[src/core/emf_pkg.sv]
package emf_pkg;
	// Register byte addresses, one 32-bit word each
	localparam logic [31:0] MAC_GLOBAL_CONTROL_A = 32'hf00b0000;
	localparam logic [31:0] ADDRESS_FILTER_CONTROL_A = 32'hf00b0004;
	localparam logic [31:0] MAC_GLOBAL_CONTROL_B = 32'hf00d0000;
	localparam logic [31:0] ADDRESS_FILTER_CONTROL_B = 32'hf00d0004;
	localparam int NCH = 2;

	// Control register fields
	localparam int CB_HALT_REQ = 0;
	localparam int CB_STOP_NOW = 1;
	localparam int CB_SOFT_RST = 2;
	localparam int CB_FULL_DUP = 3;
	localparam int CB_WRAP = 4;
	localparam int CB_ENDEC_SEL = 6;
	localparam int CB_LOOP_OUT = 7;
	localparam int CB_MDC_GATE = 12;
	localparam int CB_LINK_IN = 15;
	// Writable control bits; reset and link bits are handled apart
	localparam logic [15:0] CTRL_WMASK = 16'h10db;
	localparam logic [15:0] CTRL_RESET = 16'h0000;

	// Filter register fields
	localparam int FB_UNI = 0;
	localparam int FB_MULTI = 1;
	localparam int FB_BCAST = 2;
	localparam int FB_INVERT = 3;
	localparam int FB_MATCH_ON = 4;
	localparam logic [4:0] FILT_RESET = 5'h00;

	// Destination address layout: first byte sits in the top bits
	localparam int ADDR_W = 48;
	localparam int GROUP_BIT = 40;
	localparam logic [47:0] BCAST_ADDR = 48'hffffffffffff;

	// Timing
	localparam longint CLK_HZ = 125_000_000;
	localparam longint MDC_MAX_HZ = 2_500_000;
	localparam int MDC_HALF = int'((CLK_HZ + 2 * MDC_MAX_HZ - 1) / (2 * MDC_MAX_HZ));
	localparam logic [7:0] MDC_HALF_CNT = 8'(MDC_HALF - 1);
	localparam logic [3:0] SRST_CYCLES = 4'h4;

	typedef enum logic [1:0] {CLS_UNI, CLS_MULTI, CLS_BCAST} emf_class_type;
	typedef enum logic {SR_IDLE, SR_BUSY} emf_srst_type;
endpackage

[src/core/emf_top.sv]
`timescale 1ns/10ps
module emf_top
	import emf_pkg::*;
(
	input wire logic mclk,
	input wire logic reset,
	input wire logic [31:0] avs_address,
	input wire logic avs_read,
	input wire logic avs_write,
	input wire logic [31:0] avs_writedata,
	input wire logic [3:0] avs_byteenable,
	output logic [31:0] avs_readdata,
	output logic avs_waitrequest,
	input wire logic [1:0] tx_busy,
	input wire logic [1:0] rx_busy,
	input wire logic [1:0] link10_pin,
	input wire logic [1:0] rx_addr_valid,
	input wire logic [1:0][47:0] rx_dest_addr,
	input wire logic [1:0] cam_hit,
	output logic [1:0] tx_run,
	output logic [1:0] rx_run,
	output logic [1:0] tx_start_ok,
	output logic [1:0] wrap_on,
	output logic [1:0] tx_pins_en,
	output logic [1:0] endec_sel,
	output logic [1:0] endec_loop_signal,
	output logic [1:0] mdc,
	output logic [1:0] mac_sm_reset,
	output logic [1:0] rx_accept,
	output logic [1:0] rx_accept_valid
);
	import emf_pkg::*;

	// Classify a destination address
	function automatic emf_class_type addr_class(input logic [47:0] a);
		if (a == BCAST_ADDR) begin
			return CLS_BCAST;
		end else if (a[GROUP_BIT]) begin
			return CLS_MULTI;
		end else begin
			return CLS_UNI;
		end
	endfunction

	// Apply 16-bit control write with byte lanes
	function automatic logic [15:0] merge16(input logic [15:0] old, input logic [31:0] wd,
			input logic [3:0] be);
		logic [15:0] r;
		r = old;
		if (be[0]) begin
			r[7:0] = wd[7:0];
		end
		if (be[1]) begin
			r[15:8] = wd[15:8];
		end
		return r;
	endfunction

	logic req;
	logic wait_q;
	logic [31:0] rdata_q;
	logic [1:0][15:0] ctrl_q;
	logic [1:0][4:0] filt_q;
	logic [1:0] link_q;
	logic [1:0] rst_busy;
	logic [1:0] hit_ctrl;
	logic [1:0] hit_filt;
	logic [31:0] rd_mux;

	assign req = avs_read | avs_write;
	assign hit_ctrl[0] = (avs_address == MAC_GLOBAL_CONTROL_A);
	assign hit_ctrl[1] = (avs_address == MAC_GLOBAL_CONTROL_B);
	assign hit_filt[0] = (avs_address == ADDRESS_FILTER_CONTROL_A);
	assign hit_filt[1] = (avs_address == ADDRESS_FILTER_CONTROL_B);

	// Every access waits one cycle so read data can come from a flop
	always_ff @(posedge mclk or posedge reset) begin
		if (reset) begin
			wait_q <= 1'b1;
		end else if (req && wait_q) begin
			wait_q <= 1'b0;
		end else begin
			wait_q <= 1'b1;
		end
	end

	// Read mux; unmapped addresses read zero
	always_comb begin
		rd_mux = 32'h00000000;
		for (int i = 0; i < NCH; i++) begin
			if (hit_ctrl[i]) begin
				rd_mux[15:0] = ctrl_q[i] & CTRL_WMASK;
				rd_mux[CB_SOFT_RST] = rst_busy[i];
				rd_mux[CB_LINK_IN] = link_q[i];
			end
			if (hit_filt[i]) begin
				rd_mux[4:0] = filt_q[i];
			end
		end
	end

	always_ff @(posedge mclk or posedge reset) begin
		if (reset) begin
			rdata_q <= 32'h00000000;
		end else if (avs_read && wait_q) begin
			rdata_q <= rd_mux;
		end
	end

	assign avs_waitrequest = wait_q;
	assign avs_readdata = rdata_q;

	genvar g;
	generate
		for (g = 0; g < NCH; g++) begin : gen_ch
			logic wr_ctrl;
			logic wr_filt;
			logic soft_go;
			emf_srst_type sr_q;
			logic [3:0] sr_cnt_q;
			logic tx_run_q;
			logic rx_run_q;
			logic start_q;
			logic [7:0] mdc_cnt_q;
			logic mdc_q;
			logic acc_q;
			logic accv_q;
			logic smr_q;
			logic [4:0] f;
			logic duplex_eff;
			logic class_ok;
			logic cam_ok;
			emf_class_type cls;

			// Writes take effect at the edge where waitrequest is low
			assign wr_ctrl = avs_write && !wait_q && hit_ctrl[g];
			assign wr_filt = avs_write && !wait_q && hit_filt[g];
			assign soft_go = wr_ctrl && avs_byteenable[0] && avs_writedata[CB_SOFT_RST];
			assign rst_busy[g] = (sr_q == SR_BUSY);

			// Soft reset sequencer; bit reads one until it finishes
			always_ff @(posedge mclk or posedge reset) begin
				if (reset) begin
					sr_q <= SR_IDLE;
					sr_cnt_q <= 4'h0;
					smr_q <= 1'b0;
				end else begin
					case (sr_q)
						SR_IDLE: begin
							smr_q <= 1'b0;
							if (soft_go) begin
								sr_q <= SR_BUSY;
								sr_cnt_q <= SRST_CYCLES;
								smr_q <= 1'b1;
							end
						end
						SR_BUSY: begin
							if (sr_cnt_q == 4'h1) begin
								sr_q <= SR_IDLE;
								smr_q <= 1'b0;
							end
							sr_cnt_q <= sr_cnt_q - 4'h1;
						end
						default: begin
							sr_q <= SR_IDLE;
						end
					endcase
				end
			end

			// Control register; soft reset clears it, writes ignored meanwhile
			always_ff @(posedge mclk or posedge reset) begin
				if (reset) begin
					ctrl_q[g] <= CTRL_RESET;
				end else if (soft_go || rst_busy[g]) begin
					ctrl_q[g] <= CTRL_RESET;
				end else if (wr_ctrl) begin
					ctrl_q[g] <= merge16(ctrl_q[g], avs_writedata, avs_byteenable) & CTRL_WMASK;
				end
			end

			// Filter register
			always_ff @(posedge mclk or posedge reset) begin
				if (reset) begin
					filt_q[g] <= FILT_RESET;
				end else if (soft_go || rst_busy[g]) begin
					filt_q[g] <= FILT_RESET;
				end else if (wr_filt && avs_byteenable[0]) begin
					filt_q[g] <= avs_writedata[4:0];
				end
			end

			// One flop buffers the link pin
			always_ff @(posedge mclk or posedge reset) begin
				if (reset) begin
					link_q[g] <= 1'b0;
				end else begin
					link_q[g] <= link10_pin[g];
				end
			end

			// Looped transmit is received at once, so wrap forces duplex
			assign duplex_eff = ctrl_q[g][CB_WRAP] | ctrl_q[g][CB_FULL_DUP];

			// Run state: stop-now cuts at once, halt waits for idle
			always_ff @(posedge mclk or posedge reset) begin
				if (reset) begin
					tx_run_q <= 1'b1;
					rx_run_q <= 1'b1;
				end else if (ctrl_q[g][CB_STOP_NOW] || rst_busy[g]) begin
					tx_run_q <= 1'b0;
					rx_run_q <= 1'b0;
				end else if (ctrl_q[g][CB_HALT_REQ]) begin
					if (!tx_busy[g]) begin
						tx_run_q <= 1'b0;
					end
					if (!rx_busy[g]) begin
						rx_run_q <= 1'b0;
					end
				end else begin
					tx_run_q <= 1'b1;
					rx_run_q <= 1'b1;
				end
			end

			// No new frame may start while halting or, in half duplex, receiving
			always_ff @(posedge mclk or posedge reset) begin
				if (reset) begin
					start_q <= 1'b0;
				end else begin
					start_q <= !ctrl_q[g][CB_STOP_NOW] && !ctrl_q[g][CB_HALT_REQ]
						&& !rst_busy[g] && (duplex_eff || !rx_busy[g]);
				end
			end

			// MDC divider; held low while gated to save power
			always_ff @(posedge mclk or posedge reset) begin
				if (reset) begin
					mdc_cnt_q <= 8'h00;
					mdc_q <= 1'b0;
				end else if (ctrl_q[g][CB_MDC_GATE]) begin
					mdc_cnt_q <= 8'h00;
					mdc_q <= 1'b0;
				end else if (mdc_cnt_q == MDC_HALF_CNT) begin
					mdc_cnt_q <= 8'h00;
					mdc_q <= !mdc_q;
				end else begin
					mdc_cnt_q <= mdc_cnt_q + 8'h01;
				end
			end

			// Address filter decision
			assign f = filt_q[g];
			assign cls = addr_class(rx_dest_addr[g]);
			always_comb begin
				case (cls)
					CLS_UNI: class_ok = f[FB_UNI];
					CLS_MULTI: class_ok = f[FB_MULTI];
					CLS_BCAST: class_ok = f[FB_BCAST];
					default: class_ok = 1'b0;
				endcase
			end
			always_comb begin
				if (!f[FB_MATCH_ON]) begin
					cam_ok = 1'b1;
				end else if (f[FB_INVERT]) begin
					cam_ok = !cam_hit[g];
				end else begin
					cam_ok = cam_hit[g];
				end
			end

			always_ff @(posedge mclk or posedge reset) begin
				if (reset) begin
					acc_q <= 1'b0;
					accv_q <= 1'b0;
				end else begin
					accv_q <= rx_addr_valid[g];
					if (rx_addr_valid[g]) begin
						acc_q <= class_ok | cam_ok;
					end
				end
			end

			// Pin-facing outputs come straight from flops
			always_ff @(posedge mclk or posedge reset) begin
				if (reset) begin
					wrap_on[g] <= 1'b0;
					tx_pins_en[g] <= 1'b1;
					endec_sel[g] <= 1'b0;
					endec_loop_signal[g] <= 1'b0;
				end else begin
					wrap_on[g] <= ctrl_q[g][CB_WRAP];
					tx_pins_en[g] <= !ctrl_q[g][CB_WRAP];
					endec_sel[g] <= ctrl_q[g][CB_ENDEC_SEL];
					endec_loop_signal[g] <= ctrl_q[g][CB_LOOP_OUT];
				end
			end

			assign tx_run[g] = tx_run_q;
			assign rx_run[g] = rx_run_q;
			assign tx_start_ok[g] = start_q;
			assign mdc[g] = mdc_q;
			assign mac_sm_reset[g] = smr_q;
			assign rx_accept[g] = acc_q;
			assign rx_accept_valid[g] = accv_q;
		end
	endgenerate
endmodule // emf_top

[config.mk]
export PLATFORM = sky130hd
export DESIGN_NAME = emf_top
export DESIGN_NICKNAME = d
export VERILOG_FILES = /design/src/core/emf_pkg.sv /design/src/core/emf_top.sv
export SDC_FILE = /design/constraint.sdc
export NUM_CORES = 1
export LEC_CHECK = 0
export ABC_AREA = 1
export BUFFER_PORTS_ARGS = -buffer_cell sky130_fd_sc_hd__buf_2
export CAP_MARGIN = 20
export CORE_MARGIN = 2
export CORE_UTILIZATION = 51
export CTS_CLUSTER_DIAMETER = 60
export CTS_CLUSTER_SIZE = 8
export DETAILED_ROUTE_END_ITERATION = 10
export GPL_TIMING_DRIVEN = 0
export PLACE_DENSITY = 0.87
export REMOVE_ABC_BUFFERS = 1
export SLEW_MARGIN = 20
export SYNTH_ARGS = -nofsm -noshare
export SYNTH_HDL_FRONTEND = slang
export SYNTH_SLANG_ARGS = --single-unit
[constraint.sdc]
create_clock -name mclk -period 7.2 [get_ports mclk]
set_input_delay 1.44 -clock mclk [delete_from_list [all_inputs] [get_ports mclk]]
set_output_delay 1.44 -clock mclk [all_outputs]
set_load 0.05 [all_outputs]
Yosys cells after proc, flatten, opt, wreduce, memory -nomap -nowiden:

Index checks and enable logic that the tools add are counted.

* flip-flop bits (word level): 103
* bits in latches: 0
* RAM bits: 0
* memory bits (read-only): 0
* bits of input ports: 178
* output and inout port bits: 55
* logic and storage cells: 190
* memories: 0

* add/subtract/negate cells: 4
* multipliers: 0
* divide/modulo/power cells: 0
* magnitude comparators: 0
* eq/ne operators: 22
* shifts and indexed selects: 0
* multiplexer cells: 61
* bitwise logic cells: 7
* reduce and logical (&&, ||, !) cells: 56

Operator list (count)
* == test 32 bit, second input constant: 4
* == test 48 bit, second input constant: 2
* two-way mux 13 bit: 4
* two-way mux 8 bit: 6
* two-way mux 5 bit: 8
* two-way mux 16 bit: 2
* two-way mux 1 bit: 29
* nonzero test 2 bit: 10
* logical AND 1 bit: 19
* adder 8 x 1 -> 8 bit, second input constant: 2
* == test 8 x 5 -> 1 bit, second input constant: 2
* case mux 4 bit (2 select lines): 2
* logical NOT 1 bit: 15
* inequality test 3 x 2 -> 1 bit, second input constant: 4
* == test 4 x 1 -> 1 bit, second input constant: 2
* two-way mux 4 bit: 2
* case mux 1 bit (2 select lines): 4
* AND reduction 2 bit: 4
* subtractor 4 x 1 -> 4 bit, second input constant: 2
* logical OR 1 bit: 6
* case mux 1 bit (3 select lines): 2
* bitwise OR 1 bit: 5
* == test 2 x 1 -> 1 bit, second input constant: 2
* == test 2 bit, second input constant: 2
* 5 further kinds: 10

Logic depth before layout (Yosys ltp):

Gate-level depths: netlist of run 1.

* depth in word-level cells: 8
* depth in mapped cells: 11

Least setup slack after synthesis of run 1:

Ideal clock, no wire load.

* path kind: input port to flip-flop
* start: input avs_address[15]
* end: register gen_ch[0].sr_cnt_q[1]
* data arrival time: 2.357 ns
* required time: 7.065 ns
* path slack: 4.708 ns
* cell stages on the path: 9
* buffers on the path: 1
* cells stage by stage: nor2_1 -> nand2_1 -> nor2_4 -> nand2_4 -> nor2_4 -> nand4_2 -> buf_6 -> nand3_2 -> o21ai_1

* longest elaborated chain between the ends: 5

RTL lines
* start, declared: line emf_top.sv:7 `input wire logic [31:0] avs_address,`
* == test 32 bit: line emf_top.sv:71 `assign hit_ctrl[0] = (avs_address == MAC_GLOBAL_CONTROL_A);`
* logical AND 1 bit: line emf_top.sv:136 `assign wr_ctrl = avs_write && !wait_q && hit_ctrl[g];`
* logical AND 1 bit (2 in series): line emf_top.sv:138 `assign soft_go = wr_ctrl && avs_byteenable[0] && avs_writedata[CB_SOFT_RST];`
* inequality test 2 bit (no line)
* end signal, assigned: line emf_top.sv:162 `sr_cnt_q <= sr_cnt_q - 4'h1;`
* end, declared: line emf_top.sv:120 `logic [3:0] sr_cnt_q;`

No other way between the ends.
A chain may end at the register's enable or synchronous reset.

Worst setup path in the final report of run 1:

* start: input avs_address[27]
* end: register gen_ch[0].sr_cnt_q[3]

Same word-level chain as after synthesis.

==> run_results.csv, run 1 <==
group,metric,value,unit
layout,layout.nets,986,
worst_setup_path,cp-end-kind,"flip-flop",
sta,skew,0.00982,ns
sta,fin_crit_sh,38.4,%
layout,drive_gt1_share,30.1,%
worst_setup_path,path_delay_family,"simple AND/OR/NAND/NOR gates",
logic_synthesis,yosysSeqAreaShare,43.4,%
pwr,powerDensity,161,nW/um2
floorplanning,row_count,35,
logic_synthesis,yosys.area.top_type,"dfrtp_1",
grt,grt_max_degree,44,
worst_setup_path,cp_max_fo,13,
logic_synthesis,synth_area_per_cell,7.71,um2
worst_setup_path,crit_type,"in -> reg",
logic_synthesis,ys_warn_count,0,
sta,rsz0062_at_grt,"no",
hold_path,hp-class,"reg -> reg",
sta,hold_ws,0.413,ns
clocking,cts-root-buf,"clkbuf_8",
logic_synthesis,synth_flop_cell,"dfrtp_1",
sta,tightest_slew,0.698,ns
worst_setup_path,worst-path-buf-inv,1,
route,vias_per_cell,4.92,
worst_setup_path,critical_path_arrival,3.01,ns
floorplanning,initial_core_util,52.6,%
logic_synthesis,synthMostInstantiatedCell,"nand2_1",
sta,fmaxAchievable,361,MHz
floorplanning,io_pins,233,
floorplanning,dieArea,10300,um2
logic_synthesis,syn_inst,631,
clocking,cts.path.max_buffers,2,
logic_synthesis,yosys.cell_types.count,36,
sta,slew_headroom,53.4,%
place,io_buffers,183,
worst_setup_path,critPathLaunchType,"input port",
sta,hold_viol_final,0,
logic_synthesis,synth.area.top_cells,"dfrtp_1 40%, nand2_1 14%, nor2_1 6.1%, nand4_1 6.0%, buf_4 5.7%",
layout,diodes,0,
sta,drv_slew,0,
logic_synthesis,syn_area,4860,um2
logic_synthesis,synth_edf_count,0,
route,ant_nets,0,
grt,antenna_found_initial,0,
route,drtPass1Iterations,6,
clocking,clk_latency,0.35,ns
route,vias,4599,
sta,setup_viol,0,
pwr,leakage,0.00319,uW
pwr,irDropWorstVdd,0.0802,mV
clocking,cts_resized,0,
worst_setup_path,reg2reg_slack,5.42,ns
logic_synthesis,synth_top_area_share,39.6,%
floorplanning,coreArea,9240,um2
clocking,clkTransAtPathRegs,0.09,ns
clocking,numCtsBuffers,9,
floorplanning,die_x,102,um
worst_setup_path,path_cells,"buf_2 -> nor2_1 -> nand2_1 -> nor2_2 -> nand2_2 -> nor2_4 -> nand4_2 -> nand2_1 -> o21ai_0",
sta,finalSetupTns,0,ns
route,drt-wirelength-per-cell,12.3,um
grt,overflow,0,
layout,area_delta_synth_final,21.2,%
logic_synthesis,synthArstFlopShare,100,%
clocking,cts_sinks,84,
route,drt-total-wl,11500,um
logic_synthesis,ys_ff_latch,84,
run,drv_cap,0,
worst_setup_path,slowest_stage,"nand4_2",
grt,track_usage,23.3,%
clocking,htree_levels,3,
worst_setup_path,cp_common_cell,"nand2_1",
logic_synthesis,ys_top_cells_by_count,"181 x nand2_1, 79 x nor2_1, 77 x dfrtp_1",
place,hpwl,8860,um
clocking,cts_hold_buf,0,
sta,layout_min_cycle_time,2.77,ns
place,gp_congestion,0.859,
route,drt_first_iter_violations,346,
route,drc,0,
floorplanning,dieHeight,102,um
outcome,status,"finished, final reports clean",
clocking,cts_setup_buffers,0,
grt,grt_pass1_wl,19100,um
clocking,cts_tree,"built",
worst_setup_path,crit_path_max_incr_delay,0.34,ns
worst_setup_path,worstPathRequired,7.44,ns
grt,grt_pass1_vias,4267,
-- metrics by stage --
step	std cells	area, um2	util (%)	total power [uW]	worst slack, ns
after floorplan	605	4600	-	569	3.61
after global placement	917	5680	61.5	626	2.67
after detailed placement	918	5700	61.7	630	3.97
after CTS	934	5890	63.8	958	4.31
after global routing	934	5900	63.8	991	4.20
final	934	5900	63.8	951	4.43
-- cells by family (layout without fill, tap and decap cells) --
kind of cell             after synthesis  after routing  share of synthesized area (%)
XOR/XNOR                               5              5                          0.901
other                                  1             23                         0.0771
flip-flops                            84             84                           43.4
AND/OR/NAND/NOR                      380            380                           36.2
adder cells (fa/ha/maj)                8              8                           2.06
AO/OA/AOI/OAI                         37             37                           5.04
buffers and inverters                116            268                           12.3
-- worst paths after layout --
path                                               end       startpoint  cells past startpoint
worst min register to register    endec_loop_signal[1]       ctrl_q[23]                      0
worst min-delay path              endec_loop_signal[1]       ctrl_q[23]                      0
worst max-delay path             gen_ch[0].sr_cnt_q[3]  avs_address[27]                      9
max in group asynchronous           gen_ch[1].rx_run_q            reset                      3
worst max register to register          gen_ch[1].f[1]  avs_waitrequest                      5
min in group asynchronous       gen_ch[1].mdc_cnt_q[1]            reset                      2
-- layout make-up --
| type | count | area, um2 |
|---|---|---|
| fill | 793 | 3340 |
| multi-input combinational | 453 | 2240 |
| sequential | 84 | 2110 |
| timing repair buffer | 184 | 936 |
| inverter | 68 | 258 |
| tap | 129 | 161 |
| clock buffer | 10 | 128 |
| clock inverter | 6 | 63.8 |
-- cells in the final DEF, fill, tap and decap left out, drive strengths merged --
cell type and count:
inv 68, ha 8, bufinv 1, xor2 2, conb 23, clkinvlp 2, dfstp 7, nor3b 1
a21oi 19, a31oi 1, o21ai 11, clkinv 3, nand4 49, nor3 14, nand3 38, buf 184
a211oi 4, or2 1, nor2 89, o41ai 2, clkbuf 10, nand3b 1, xnor2 3, nand2 187
dfrtp 77
-- routing by layer --
layer | global-route usage [%] | part of all wire, % | vias to the layer above | wire length [um]
met3 | 4.00 | 8.3 | 17 | 959
met2 | 38.1 | 47 | 239 | 5420
met5 | 0 | 0 | - | 0
met4 | 8.52 | 1.6 | 0 | 188
met1 | 31.2 | 43 | 2021 | 4920
li1 | - | - | 2322 | -
-- flip-flops by register name (all words and copies together) (netlist names), 2 cells and up --
signal             cells
ctrl_q                14
gen_ch.mdc_cnt_q      16
gen_ch.acc_q           2
gen_ch.smr_q           2
link_q                 2
gen_ch.f              10
endec_loop_signal      2
tx_pins_en             2
gen_ch.accv_q          2
gen_ch.mdc_q           2
wrap_on                2
gen_ch.tx_run_q        2
gen_ch.start_q         2
avs_readdata           9
gen_ch.rx_run_q        2
gen_ch.sr_cnt_q        8
gen_ch.sr_q            2
endec_sel              2
-- where the power goes --
group | internal [uW] | switching (uW) | leakage, uW | total [uW]
clock | 160 | 170 | 0.0000927 | 330
combinational | 43.9 | 94.7 | 0.00201 | 139
sequential | 478 | 3.61 | 0.00109 | 482
Power figures use the tool's default switching activity.
==> inputs of run 2 (changes only) <==
--- a/config.mk
+++ b/config.mk
@@ -5,16 +5,16 @@
 export SDC_FILE = /design/constraint.sdc
 export NUM_CORES = 1
 export LEC_CHECK = 0
-export ABC_AREA = 1
+export ABC_AREA = 0
 export BUFFER_PORTS_ARGS = -buffer_cell sky130_fd_sc_hd__buf_2
 export CAP_MARGIN = 20
 export CORE_MARGIN = 2
-export CORE_UTILIZATION = 51
+export CORE_UTILIZATION = 41
 export CTS_CLUSTER_DIAMETER = 60
 export CTS_CLUSTER_SIZE = 8
 export DETAILED_ROUTE_END_ITERATION = 10
 export GPL_TIMING_DRIVEN = 0
-export PLACE_DENSITY = 0.87
+export PLACE_DENSITY = 0.77
 export REMOVE_ABC_BUFFERS = 1
 export SLEW_MARGIN = 20
 export SYNTH_ARGS = -nofsm -noshare
==> constraint.sdc (replaced) <==
create_clock -name mclk -period 2.25 [get_ports mclk]
set_input_delay 0.45 -clock mclk [delete_from_list [all_inputs] [get_ports mclk]]
set_output_delay 0.45 -clock mclk [all_outputs]
set_load 0.05 [all_outputs]
==> run 2 against run 1 <==
Critical path depth is 3 lower; combinational power grew to 3.3 times the previous value; utilization is 12 points lower; largest cell class is now registers; via count is 15% lower; global-route usage is 3.9 points lower; die area is 14% higher; highest routed layer unchanged; cell count is 19% lower; sequential share of layout area is 2.2 points higher.
==> run_results.csv, run 2 <==
group,metric,value,unit
grt,grt_max_degree,50,
sta,drv_slew,0,
clocking,numCtsBuffers,9,
layout,final_common_cell,"buf_2",
place,hpwl,8840,um
clocking,htree_levels,3,
route,drt_first_iter_violations,184,
hold_path,hp-class,"in -> async",
clocking,cts_sinks,84,
sta,layout_min_cycle_time,1.95,ns
logic_synthesis,yosys.area.top_type,"dfrtp_1",
logic_synthesis,synth_edf_count,0,
worst_setup_path,slowest_stage,"o41ai_4",
place,place_area,5340,um2
grt,grt_pass1_wl,17700,um
layout,mostFrequentLayoutCells,"183 x buf_2, 77 x dfrtp_1, 52 x nor2_1",
floorplanning,dieHeight,108,um
route,ant_nets,0,
place,io_buffers,183,
logic_synthesis,syn_area,4460,um2
clocking,clk_latency,0.36,ns
worst_setup_path,critPathLaunchType,"input port",
layout,layout.nets,793,
floorplanning,io_pins,233,
grt,overflow,0,
grt,antenna_found_initial,2,
outcome,status,"finished, final reports clean",
layout,final_area,5550,um2
layout,fillers,1027,
logic_synthesis,synth.area.top_cells,"dfrtp_1 43%, mux2i_1 6.3%, buf_4 6.2%, nor2_1 4.4%, dfstp_2 4.1%",
clocking,cts_tree,"built",
route,route.met3.wl,738,um
clocking,cts.path.max_buffers,2,
sta,fmaxAchievable,512,MHz
route,drt-wirelength-per-cell,14.5,um
grt,grt_pass1_vias,3861,
logic_synthesis,ys_ff_latch,84,
clocking,cts_hold_buf,0,
pwr,powerDensity,556,nW/um2
layout,top_register,"gen_ch.mdc_cnt_q",
layout,final_core_util,51.7,%
worst_setup_path,crit_type,"in -> reg",
grt,track_usage,19.4,%
clocking,clkTransAtPathRegs,0.09,ns
floorplanning,die_x,108,um
sta,slew_headroom,55.3,%
logic_synthesis,yosysSeqAreaShare,47.3,%
sta,rsz0062_at_grt,"no",
sta,fin_crit_sh,86.8,%
route,wl_met2,5570,um
floorplanning,dieArea,11700,um2
place,gp_congestion,0.838,
logic_synthesis,syn_inst,436,
layout,seq_area,2110,um2
floorplanning,initial_core_util,41.5,%
logic_synthesis,ys_warn_count,0,
logic_synthesis,synth_flop_cell,"dfrtp_1",
pwr,leakage,0.00276,uW
run,drv_cap,0,
worst_setup_path,cp-end-kind,"flip-flop",
route,drtPass1Iterations,4,
layout,largest_reg_flops,16,
layout,area_delta_synth_final,24.5,%
route,top_layer,"met4",
route,drc,0,
worst_setup_path,crit_path_max_incr_delay,0.69,ns
sta,skew,0.0152,ns
sta,tightest_slew,0.665,ns
route,drt-total-wl,11000,um
logic_synthesis,synthMostInstantiatedCell,"dfrtp_1",
logic_synthesis,yosys.cell_types.count,48,
route,vias_per_cell,5.18,
pwr,irDropWorstVdd,0.287,mV
worst_setup_path,cp_max_fo,9,
floorplanning,coreArea,10700,um2
layout,multi_input_area,2040,um2
route,vias,3906,
logic_synthesis,synth_area_per_cell,10.2,um2
route,wl_met1,4380,um
layout,fin_cells,754,
sta,hold_viol_final,0,
logic_synthesis,synth_top_area_share,43.2,%
logic_synthesis,ys_top_cells_by_count,"77 x dfrtp_1, 52 x nor2_1, 37 x buf_4",
worst_setup_path,path_cells,"buf_2 -> nor4_4 -> nand4_4 -> o41ai_4 -> nor3b_1 -> a31o_2",
floorplanning,row_count,38,
clocking,cts-root-buf,"clkbuf_8",
worst_setup_path,critical_path_arrival,2.20,ns
sta,finalSetupTns,0,ns
logic_synthesis,synthArstFlopShare,100,%
layout,drive_gt1_share,37.3,%
place,dp_cells,734,
sta,setup_viol,0,
worst_setup_path,worstPathRequired,2.50,ns
==> run 2: metal layers <==
metal	global-route usage (%)	vias to the layer above
li1	-	1847
met1	23.0	1862
met2	34.5	172
met3	4.58	25
met4	6.78	0
met5	0	-
==> run 2: power breakdown <==
part / switching, uW / internal [uW] / leakage [uW]
registers: 16.5 / 1540 / 0.00107
clock network: 555 / 521 / 0.000100
logic: 302 / 159 / 0.00159
==> run 2: area by class of cell <==
cell class,count,area share (%)
clock inverters,7,1.33
diodes,2,0.0901
multi-input cells,308,36.7
clock buffers,9,2.23
well taps,140,3.15
inverters,18,1.26
flip-flops and latches,84,38.0
repair buffers,186,17.3
==> run 2: stage by stage <==
step / hold WS (ns) / worst slack, ns / total power, uW
detailed placement: 0.384 / -0.534 / 2050
floorplan: 0.373 / -0.354 / 1840
CTS: 0.103 / 0.327 / 3140
global placement: 0.385 / -1.26 / 2030
finish: 0.109 / 0.297 / 3090
global route: 0.140 / 0.146 / 3240
==> run 2: cell families after synthesis <==
family / after synthesis / share of synthesized area [%]
compound gates: 64 / 9.99
xor+xnor: 15 / 2.95
fa+ha+maj: 8 / 2.24
buf+inv: 66 / 8.86
flops: 84 / 47.3
mux: 29 / 6.54
other cells: 1 / 0.0841
simple gates: 169 / 22.0
==> run 2: worst paths after layout <==
path / start / to / cells past startpoint / slack, ns
max: avs_address[25] / gen_ch[0].f[2] / 6 / 0.30
max in group asynchronous: reset / gen_ch[1].tx_run_q / 3 / 1.49
min reg2reg: ctrl_q[23] / endec_loop_signal[1] / 0 / 0.40
min in group mclk: link10_pin[1] / link_q[1] / 1 / 0.19
min: reset / ctrl_q[7] / 2 / 0.11
max reg2reg: gen_ch[1].mdc_cnt_q[0] / gen_ch[1].mdc_cnt_q[5] / 6 / 0.37
==> run 2: repair_timing <==
item,4_1_cts,5_1_grt
setup endpoints to repair,23,0
resized for setup,0,0
setup buffers,2,0
==> run 2: worst max-delay path, delay by kind of cell <==
family / cells / cell delay [ns]
AOI/OAI and AO/OA: 2 / 0.92
and+or+nand+nor: 3 / 0.72
buffers and inverters: 1 / 0.11
